### src/design/fmac_pkg.sv
// Package for the fractional MAC / normalize / round datapath
package fmac_pkg;

  // Operation codes
  typedef enum logic [3:0] {
    FMAC_OP_MAC_R,
    FMAC_OP_MSU_R,
    FMAC_OP_MULT,
    FMAC_OP_MULT_R,
    FMAC_OP_L_MAC,
    FMAC_OP_L_MSU,
    FMAC_OP_L_MULT,
    FMAC_OP_MIXED,
    FMAC_OP_SCAN_S,
    FMAC_OP_NORM_S,
    FMAC_OP_SCAN_L,
    FMAC_OP_NORM_L,
    FMAC_OP_ROUND
  } fmac_op_t;

  // Issued request
  typedef struct packed {
    fmac_op_t    op;
    logic [31:0] acc;
    logic [15:0] src_a;
    logic [15:0] src_b;
  } fmac_req_t;

  // Answer
  typedef struct packed {
    logic [31:0] data;
    logic        is_short;
    logic        saturated;
  } fmac_rsp_t;

  // Operating mode bits as seen by the datapath
  typedef struct packed {
    logic sat_en;
    logic twos_round;
  } fmac_mode_t;

  localparam logic [15:0] FMAC_MIN16        = 16'h8000;
  localparam logic [15:0] FMAC_MAX16        = 16'h7fff;
  localparam logic [31:0] FMAC_MIN32        = 32'h80000000;
  localparam logic [31:0] FMAC_MAX32        = 32'h7fffffff;
  localparam logic [15:0] FMAC_ZERO_SCAN    = 16'h001f;
  localparam logic [15:0] FMAC_ZERO_NORM    = 16'h0000;
  localparam logic [15:0] FMAC_HALF_LSB     = 16'h8000;
  localparam int          FMAC_MODE_SETTLE  = 3;
  localparam int          FMAC_LATENCY      = 1;
  localparam logic [31:0] FMAC_RSP_RESET    = 32'h00000000;

endpackage

### src/design/fmac_sat.sv
// Limiter that clamps a wide signed value to 32 bits when enabled
`timescale 1ns/100ps
module fmac_sat
  import fmac_pkg::*;
#(
  parameter int IN_W = 34
) (
  input  wire logic [IN_W-1:0] val_in,
  input  wire logic            sat_en,
  output logic      [31:0]     val_out,
  output logic                 clipped
);

  // Overflow is any disagreement among bit 31 and the bits above it
  wire over_pos = ~val_in[IN_W-1] & (|val_in[IN_W-2:31]);
  wire over_neg = val_in[IN_W-1] & ~(&val_in[IN_W-2:31]);

  // Without saturation the value wraps, as plain two's complement does
  assign clipped = sat_en & (over_pos | over_neg);
  assign val_out = !clipped ? val_in[31:0] : (over_pos ? FMAC_MAX32 : FMAC_MIN32);

endmodule

### src/design/fmac_lzc.sv
// Sign-scan counter: left shifts needed to normalise a signed value
`timescale 1ns/100ps
module fmac_lzc
  import fmac_pkg::*;
#(
  parameter int W = 32
) (
  input  wire logic [W-1:0] val_in,
  output logic      [15:0]  count,
  output logic              is_zero
);

  logic [15:0] cnt_v;
  logic        done_v;

  // Count bits equal to the sign, below the sign bit, until the first change
  always_comb begin
    cnt_v  = 16'h0000;
    done_v = 1'b0;
    for (int i = W - 2; i >= 0; i--) begin
      if (!done_v && (val_in[i] == val_in[W-1])) begin
        cnt_v = cnt_v + 16'h0001;
      end else begin
        done_v = 1'b1;
      end
    end
  end

  assign count   = cnt_v;
  assign is_zero = (val_in == '0);

endmodule

### src/design/fmac_alu.sv
// Fractional multiply / MAC / normalize / round datapath with one-cycle latency
`timescale 1ns/100ps
module fmac_alu
  import fmac_pkg::*;
(
  input  wire logic       sys_clk,
  input  wire logic       rst,
  input  wire logic       req_valid,
  input  wire fmac_req_t  req,
  input  wire fmac_mode_t mode,
  output logic            rsp_valid,
  output fmac_rsp_t       rsp
);

  // ---------------------------------------------------------------
  // Operand decode
  // ---------------------------------------------------------------
  // The mode bits are used as presented; the issuer keeps them settled
  // ahead of time, so no staging is done here.
  wire logic signed [15:0] a16   = req.src_a;
  wire logic signed [15:0] b16   = req.src_b;
  wire logic signed [31:0] acc32 = req.acc;

  wire logic is_mac_r  = (req.op == FMAC_OP_MAC_R);
  wire logic is_msu_r  = (req.op == FMAC_OP_MSU_R);
  wire logic is_l_mac  = (req.op == FMAC_OP_L_MAC);
  wire logic is_l_msu  = (req.op == FMAC_OP_L_MSU);
  wire logic is_mixed  = (req.op == FMAC_OP_MIXED);
  wire logic is_sub    = is_msu_r | is_l_msu;
  wire logic use_acc   = is_mac_r | is_msu_r | is_l_mac | is_l_msu;

  // ---------------------------------------------------------------
  // Multipliers
  // ---------------------------------------------------------------
  // 16x16 raw product and its fractional alignment
  wire logic signed [31:0] prod_raw = a16 * b16;
  wire logic [31:0]        prod_frac = {prod_raw[30:0], 1'b0};
  // Only -1 x -1 leaves the fractional range
  wire logic both_min16 = (req.src_a == FMAC_MIN16) && (req.src_b == FMAC_MIN16);

  // 32x16 mixed product; keep the upper 32 bits of the aligned 48-bit result
  wire logic signed [47:0] mix_raw  = acc32 * b16;
  wire logic [31:0]        mix_frac = mix_raw[46:15];
  wire logic both_min_mix = (req.acc == FMAC_MIN32) && (req.src_b == FMAC_MIN16);

  // Multiply results with the single overflow case clamped when enabled
  wire logic        mul_clip = mode.sat_en & both_min16;
  wire logic [31:0] mul_val  = mul_clip ? FMAC_MAX32 : prod_frac;
  wire logic        mix_clip = mode.sat_en & both_min_mix;
  wire logic [31:0] mix_val  = mix_clip ? FMAC_MAX32 : mix_frac;

  // ---------------------------------------------------------------
  // Accumulate path with output limiter
  // ---------------------------------------------------------------
  // Two guard bits: the aligned product can itself reach +1.0
  wire logic [33:0] acc_ext  = {{2{acc32[31]}}, req.acc};
  wire logic [33:0] prod_ext = {2'b00, prod_frac} | {{2{prod_frac[31] & ~both_min16}}, 32'h00000000};
  wire logic [33:0] sum_ext  = is_sub ? (acc_ext - prod_ext) : (acc_ext + prod_ext);
  logic [31:0] mac_lim;
  logic        mac_clip;

  // This limiter sits on the accumulate output; the rounded value has its own
  fmac_sat #(
    .IN_W (34)
  ) u_mac_sat (
    .val_in  (sum_ext),
    .sat_en  (mode.sat_en),
    .val_out (mac_lim),
    .clipped (mac_clip)
  );

  // ---------------------------------------------------------------
  // Rounding 32 -> 16
  // ---------------------------------------------------------------
  // Source of rounding: the un-limited sum for the MAC forms, else the
  // product or the round operand; limiting happens after the add
  wire logic [33:0] rnd_src =
    (is_mac_r | is_msu_r)        ? sum_ext :
    (req.op == FMAC_OP_MULT_R)   ? {2'b00, prod_frac} | {{2{prod_frac[31] & ~both_min16}}, 32'h00000000} :
                                   {{2{acc32[31]}}, req.acc};
  wire logic [33:0] rnd_add  = rnd_src + {18'h00000, FMAC_HALF_LSB};
  // Exact half: low word was 0x8000, so after the add it is zero
  wire logic        tie      = (rnd_src[15:0] == FMAC_HALF_LSB);
  // Convergent rounding clears the result LSB on a tie
  wire logic        conv_fix = ~mode.twos_round & tie;
  wire logic [33:0] rnd_pre  = {rnd_add[33:17], rnd_add[16] & ~conv_fix, 16'h0000};
  logic [31:0] rnd_lim;
  logic        rnd_clip;

  // Same limiter applied to the rounded value
  fmac_sat #(
    .IN_W (34)
  ) u_rnd_sat (
    .val_in  (rnd_pre),
    .sat_en  (mode.sat_en),
    .val_out (rnd_lim),
    .clipped (rnd_clip)
  );

  // ---------------------------------------------------------------
  // Normalisation counts
  // ---------------------------------------------------------------
  logic [15:0] cnt16;
  logic [15:0] cnt32;
  logic        zero16;
  logic        zero32;

  fmac_lzc #(
    .W (16)
  ) u_lzc16 (
    .val_in  (req.src_a),
    .count   (cnt16),
    .is_zero (zero16)
  );

  fmac_lzc #(
    .W (32)
  ) u_lzc32 (
    .val_in  (req.acc),
    .count   (cnt32),
    .is_zero (zero32)
  );

  // Zero has no sign change; the two conventions differ only there
  wire logic [15:0] scan_s = zero16 ? FMAC_ZERO_SCAN : cnt16;
  wire logic [15:0] norm_s = zero16 ? FMAC_ZERO_NORM : cnt16;
  wire logic [15:0] scan_l = zero32 ? FMAC_ZERO_SCAN : cnt32;
  wire logic [15:0] norm_l = zero32 ? FMAC_ZERO_NORM : cnt32;

  // ---------------------------------------------------------------
  // Result selection
  // ---------------------------------------------------------------
  // Short results sit in the high half with the low portion zeroed, as
  // they would land in an accumulator
  logic [31:0] res_next;
  logic        short_next;
  logic        sat_next;

  always_comb begin
    res_next   = FMAC_RSP_RESET;
    short_next = 1'b1;
    sat_next   = 1'b0;
    case (req.op)
      FMAC_OP_MAC_R, FMAC_OP_MSU_R, FMAC_OP_MULT_R, FMAC_OP_ROUND: begin
        res_next = {rnd_lim[31:16], 16'h0000};
        sat_next = rnd_clip;
      end
      FMAC_OP_MULT: begin
        res_next = {mul_val[31:16], 16'h0000};
        sat_next = mul_clip;
      end
      FMAC_OP_L_MAC, FMAC_OP_L_MSU: begin
        res_next   = mac_lim;
        short_next = 1'b0;
        sat_next   = mac_clip;
      end
      FMAC_OP_L_MULT: begin
        res_next   = mul_val;
        short_next = 1'b0;
        sat_next   = mul_clip;
      end
      FMAC_OP_MIXED: begin
        res_next   = mix_val;
        short_next = 1'b0;
        sat_next   = mix_clip;
      end
      FMAC_OP_SCAN_S: res_next = {scan_s, 16'h0000};
      FMAC_OP_NORM_S: res_next = {norm_s, 16'h0000};
      FMAC_OP_SCAN_L: res_next = {scan_l, 16'h0000};
      FMAC_OP_NORM_L: res_next = {norm_l, 16'h0000};
      default: begin
        res_next = FMAC_RSP_RESET;
        sat_next = 1'b0;
      end
    endcase
  end

  // ---------------------------------------------------------------
  // Output registers
  // ---------------------------------------------------------------
  logic      rsp_valid_reg;
  fmac_rsp_t rsp_reg;

  // One register stage so every output comes from a flop
  always_ff @(posedge sys_clk) begin
    if (rst) begin
      rsp_valid_reg <= 1'b0;
      rsp_reg       <= '0;
    end else begin
      rsp_valid_reg <= req_valid;
      if (req_valid) begin
        rsp_reg <= '{data: res_next, is_short: short_next, saturated: sat_next};
      end
    end
  end

  assign rsp_valid = rsp_valid_reg;
  assign rsp       = rsp_reg;

  // ---------------------------------------------------------------
  // Assertions
  // ---------------------------------------------------------------
  property p_short_low_clear;
    @(posedge sys_clk) disable iff (rst)
    rsp_valid && rsp.is_short |-> rsp.data[15:0] == 16'h0000;
  endproperty
  a_short_low_clear: assert property (p_short_low_clear) else $error("low portion not cleared");

  property p_mult_sat;
    @(posedge sys_clk) disable iff (rst)
    req_valid && req.op == FMAC_OP_MULT && mode.sat_en && req.src_a == 16'h8000 && req.src_b == 16'h8000
      |=> rsp.data == 32'h7fff0000 && rsp.saturated;
  endproperty
  a_mult_sat: assert property (p_mult_sat) else $error("mult did not saturate");

  property p_lmult_only_min;
    @(posedge sys_clk) disable iff (rst)
    req_valid && req.op == FMAC_OP_L_MULT && !(req.src_a == 16'h8000 && req.src_b == 16'h8000)
      |=> !rsp.saturated;
  endproperty
  a_lmult_only_min: assert property (p_lmult_only_min) else $error("long mult saturated wrongly");

  property p_mixed_sat;
    @(posedge sys_clk) disable iff (rst)
    req_valid && req.op == FMAC_OP_MIXED && mode.sat_en && req.acc == 32'h80000000 && req.src_b == 16'h8000
      |=> rsp.data == 32'h7fffffff;
  endproperty
  a_mixed_sat: assert property (p_mixed_sat) else $error("mixed mult did not saturate");

  property p_scan_zero;
    @(posedge sys_clk) disable iff (rst)
    req_valid && (req.op == FMAC_OP_SCAN_S) && req.src_a == 16'h0000 |=> rsp.data[31:16] == 16'h001f;
  endproperty
  a_scan_zero: assert property (p_scan_zero) else $error("short scan of zero not 31");

  property p_norm_zero;
    @(posedge sys_clk) disable iff (rst)
    req_valid && (req.op == FMAC_OP_NORM_L) && req.acc == 32'h0 |=> rsp.data[31:16] == 16'h0000;
  endproperty
  a_norm_zero: assert property (p_norm_zero) else $error("long norm of zero not 0");

  property p_nosat_wrap;
    @(posedge sys_clk) disable iff (rst)
    req_valid && !mode.sat_en |=> !rsp.saturated;
  endproperty
  a_nosat_wrap: assert property (p_nosat_wrap) else $error("saturated while disabled");

  property p_round_conv;
    @(posedge sys_clk) disable iff (rst)
    req_valid && req.op == FMAC_OP_ROUND && !mode.twos_round && req.acc == 32'h00018000
      |=> rsp.data == 32'h00020000;
  endproperty
  a_round_conv: assert property (p_round_conv) else $error("convergent tie wrong");

  property p_round_twos;
    @(posedge sys_clk) disable iff (rst)
    req_valid && req.op == FMAC_OP_ROUND && mode.twos_round && req.acc == 32'h00008000
      |=> rsp.data == 32'h00010000;
  endproperty
  a_round_twos: assert property (p_round_twos) else $error("two's complement round wrong");

  property p_valid_follows;
    @(posedge sys_clk) disable iff (rst)
    req_valid |=> rsp_valid;
  endproperty
  a_valid_follows: assert property (p_valid_follows) else $error("answer missing");

  // Near-full accumulator plus a quarter must clamp, not wrap negative
  property p_mac_r_sat;
    @(posedge sys_clk) disable iff (rst)
    req_valid && is_mac_r && mode.sat_en && req.acc == FMAC_MAX32
      && req.src_a == 16'h4000 && req.src_b == 16'h4000
      |=> rsp.data == 32'h7fff0000 && rsp.saturated;
  endproperty
  a_mac_r_sat: assert property (p_mac_r_sat) else $error("rounded MAC did not saturate");

  property p_msu_r_sat;
    @(posedge sys_clk) disable iff (rst)
    req_valid && is_msu_r && mode.sat_en && req.acc == FMAC_MIN32 && both_min16
      |=> rsp.data == 32'h80000000 && rsp.saturated;
  endproperty
  a_msu_r_sat: assert property (p_msu_r_sat) else $error("rounded MSU did not saturate");

  property p_mult_r_sat;
    @(posedge sys_clk) disable iff (rst)
    req_valid && req.op == FMAC_OP_MULT_R && mode.sat_en && both_min16
      |=> rsp.data == 32'h7fff0000 && rsp.saturated;
  endproperty
  a_mult_r_sat: assert property (p_mult_r_sat) else $error("rounded mult did not saturate");

  property p_l_mac_sat;
    @(posedge sys_clk) disable iff (rst)
    req_valid && is_l_mac && mode.sat_en && req.acc == FMAC_MAX32
      && req.src_a == 16'h4000 && req.src_b == 16'h4000
      |=> rsp.data == FMAC_MAX32 && rsp.saturated;
  endproperty
  a_l_mac_sat: assert property (p_l_mac_sat) else $error("long MAC did not saturate");

  property p_l_msu_sat;
    @(posedge sys_clk) disable iff (rst)
    req_valid && is_l_msu && mode.sat_en && req.acc == FMAC_MIN32 && both_min16
      |=> rsp.data == FMAC_MIN32 && rsp.saturated;
  endproperty
  a_l_msu_sat: assert property (p_l_msu_sat) else $error("long MSU did not saturate");

  property p_mixed_only_min;
    @(posedge sys_clk) disable iff (rst)
    req_valid && is_mixed && !both_min_mix
      |=> !rsp.saturated;
  endproperty
  a_mixed_only_min: assert property (p_mixed_only_min) else $error("mixed mult saturated wrongly");

  property p_norm_s_zero;
    @(posedge sys_clk) disable iff (rst)
    req_valid && (req.op == FMAC_OP_NORM_S) && req.src_a == 16'h0000 |=> rsp.data[31:16] == 16'h0000;
  endproperty
  a_norm_s_zero: assert property (p_norm_s_zero) else $error("short norm of zero not 0");

  property p_scan_l_zero;
    @(posedge sys_clk) disable iff (rst)
    req_valid && (req.op == FMAC_OP_SCAN_L) && req.acc == 32'h00000000 |=> rsp.data[31:16] == 16'h001f;
  endproperty
  a_scan_l_zero: assert property (p_scan_l_zero) else $error("long scan of zero not 31");

  // Rounding up past the top must clamp in either rounding mode
  property p_round_sat;
    @(posedge sys_clk) disable iff (rst)
    req_valid && req.op == FMAC_OP_ROUND && mode.sat_en && req.acc == 32'h7fff8000
      |=> rsp.data == 32'h7fff0000 && rsp.saturated;
  endproperty
  a_round_sat: assert property (p_round_sat) else $error("round did not saturate");

  property p_long_mac_full;
    @(posedge sys_clk) disable iff (rst)
    req_valid && use_acc && !is_mac_r && !is_msu_r |=> !rsp.is_short;
  endproperty
  a_long_mac_full: assert property (p_long_mac_full) else $error("long MAC marked short");

endmodule

### config.mk
export PLATFORM = sky130hd
export DESIGN_NAME = fmac_alu
export DESIGN_NICKNAME = d
export VERILOG_FILES = /design/src/design/fmac_pkg.sv /design/src/design/fmac_sat.sv /design/src/design/fmac_lzc.sv /design/src/design/fmac_alu.sv
export SDC_FILE = /design/constraint.sdc
export NUM_CORES = 2
export LEC_CHECK = 0
export BUFFER_PORTS_ARGS = -buffer_cell sky130_fd_sc_hd__buf_2
export CAP_MARGIN = 10
export CORE_MARGIN = 10
export CORE_UTILIZATION = 53
export CTS_CLUSTER_DIAMETER = 80
export CTS_CLUSTER_SIZE = 12
export DETAILED_ROUTE_END_ITERATION = 12
export PLACE_DENSITY = 0.75
export SYNTH_ARGS = -nofsm -noshare
export SYNTH_HDL_FRONTEND = slang
export SYNTH_SLANG_ARGS = --single-unit
### constraint.sdc
create_clock -name sys_clk -period 24.5 [get_ports sys_clk]
set_clock_uncertainty 0.1 [all_clocks]
set_input_delay 4.9 -clock sys_clk [delete_from_list [all_inputs] [get_ports sys_clk]]
set_output_delay 4.9 -clock sys_clk [all_outputs]
set_load 0.05 [all_outputs]
==> reports/metrics.cfg <==
[outcome]
status = completed

[sta]
fmax_mhz = 45.0
min_period_ns = 22.20
setup_viol = 0
grt_setup_unrepaired = no
slew_headroom_pct = 21.2
fin_crit_sh_pct = 90.6
hold_viol = 0
drv_slew = 0
tns_ns = 0
tightest_slew_ns = 1.18

[setup_path]
arrival_ns = 22.25
crit_family = adder cells
cp_slowest_cell = ha_1
worst_setup_path_end_kind = flip-flop
critPathKind = primary input to flip-flop
critPathBufInv = 6
crit_path_start_kind = primary input
crit_fanout = 20
cp_common_cell = ha_1
cp.required_ns = 24.54
cp_slowest_stage_delay_ns = 0.42

[grt]
first_global_vias = 33918
grt_max_degree = 70
grt-ovfl-total = 0
grt_pass1_wl_microns = 185000
grtUsageTotal_pct = 28.1
grt_antenna_before_repair = 10

[routing]
dr.pass1.iters = 8
drt_iter0_markers = 2541
post_drt_wl_per_cell_microns = 20.5
route.detailed.drc = 0
routed_wl_microns = 114000
detail-route-antenna-nets = 0
vias = 32605
vias_per_cell = 5.85

[cells_and_area]
drive_gt1_share_pct = 4.94
finalNetCount = 5690
area_growth_pct = 3.07
seqCellArea_sq_um = 701
num-fill-cells = 6708
multi_input_area_sq_um = 33200
largest_reg_flops = 34

[synthesis]
postSynth.asyncResetShare_pct = 0
syn_nets = 5792
synth_edf_count = 0
syn_area_sq_um = 38100
syn_inst = 4717
synthFlopType = dfxtp_1
yosys_warnings = 0
ys_seq_elements = 35
yosysSeqAreaShare_pct = 1.84
post_synth_num_cell_types = 104
synth.avg_cell_area_sq_um = 8.07

[clocking]
clock-sinks = 35
cts_buffers = 5
clk-insertion-delay-late_ns = 0.30
cts-resized-gates = 0
htree_levels = 2
cts_tree = yes
cts_root_buf = clkbuf_16
hold_buffers = 0
postCtsSetupBuffers = 0
cts_buffer_depth = 2
cts.clk_slew.worst_paths_ns = 0.06

[min_path]
min-delay-path-class = flip-flop to flip-flop

[placement]
dp_hpwl_microns = 87200
gp_congestion = 0.997
port_buffers = 107

[floorplan]
dieArea_sq_um = 82900
fp.coreArea_sq_um = 71400
ios = 108
die_h_microns = 288
die_x_microns = 288
core.rowCount = 98
initial_utilization_pct = 53.3

[flow_run]
maxCapViolations = 0

## path summary, 6_finish.rpt
check               start  endpoint  slack (ns)  cells past startpoint
setup / recovery  req[62]   rsp[24]        2.30                     88
hold / removal    rsp[20]   rsp[20]        0.36                      2
setup reg to reg  rsp[26]   rsp[26]       22.77                      6
hold reg to reg   rsp[20]   rsp[20]        0.36                      2
## routing by layer
| layer | track usage [%] | part of all wire (%) | vias to the layer above |
|---|---|---|---|
| met4 | 11.0 | 4.6 | 8 |
| met5 | 0 | 0.042 | - |
| met2 | 46.7 | 47 | 1413 |
| met1 | 36.4 | 40 | 16275 |
| met3 | 4.36 | 8.3 | 309 |
| li1 | - | - | 14600 |
## Yosys cell counts (27+ instances only)
cell type | instances | share of area (%)
fa_1 | 736 | 39
nand3_1 | 79 | 1.0
nor4_1 | 27 | 0.44
ha_1 | 266 | 8.7
dfxtp_1 | 35 | 1.8
nand2_1 | 678 | 6.7
nand2b_1 | 83 | 1.4
xor2_1 | 93 | 2.1
a21oi_1 | 193 | 2.5
and2_1 | 292 | 4.8
xnor2_1 | 153 | 3.5
o21ai_0 | 141 | 1.9
and3_1 | 32 | 0.53
a211oi_1 | 31 | 0.61
clkbuf_1 | 221 | 2.2
a21o_1 | 50 | 0.99
nor2_1 | 208 | 2.1
inv_1 | 839 | 8.3
nor3_1 | 73 | 0.96
## worst min-delay path, delay by kind of cell, from the launching register on
kind / cells / cell delay [ns]
and+or+nand+nor: 1 / 0.06
AOI/OAI and AO/OA: 1 / 0.05
DFF: 1 / 0.31
## kinds of logic (layout without fill, tap and decap cells)
family          Yosys count  in the layout  synth area share (%)
buf+inv                1094            993                  10.9
flops                    35             35                  1.84
xor+xnor                264            264                  6.67
fa+ha+maj              1007           1007                  47.6
simple gates           1628           1628                  20.9
mux                      35             35                 0.963
other cells               0              6                     0
compound gates          654            654                  11.1
## area by class of cell
cell class	count	area share (%)
clock inverters	3	0.0510
well taps	950	3.03
diodes	6	0.0383
clock buffers	5	0.319
inverters	841	8.05
multi-input cells	3588	84.6
flip-flops and latches	35	1.79
repair buffers	144	2.08
## placed cells by master (no fill, tap or decap), drive strengths merged, types with 20 or more instances in the layout
cell / n
nand2: 679
nor3: 74
dfxtp: 35
xnor2: 156
buf: 144
o22ai: 20
inv: 840
nand4: 21
nor4: 27
mux2i: 22
o21ai: 146
and2: 294
a21oi: 196
or3: 24
nor2b: 23
a21o: 50
a211oi: 32
nor2: 211
o211ai: 24
and3: 34
nand3: 80
xor2: 96
fa: 736
ha: 266
nand2b: 83
## per-stage QoR
stage | setup WS, ns | hold WS, ns | utilization [%] | std cells | instance area, sq um
final | 2.30 | 0.360 | 55.0 | 5572 | 39200
after global routing | 1.03 | 0.393 | 55.0 | 5570 | 39200
after CTS | 2.51 | 0.362 | 54.9 | 5566 | 39200
after detailed placement | 2.30 | 0.354 | 54.7 | 5558 | 39100
after global placement | 2.71 | 0.351 | 54.7 | 5558 | 39100
after floorplan | 4.01 | 0.586 | - | 4717 | 38100
Power is left out: the tool's default activity adds up to more than one toggle a clock period on the data nets, which glitch-free logic cannot reach.
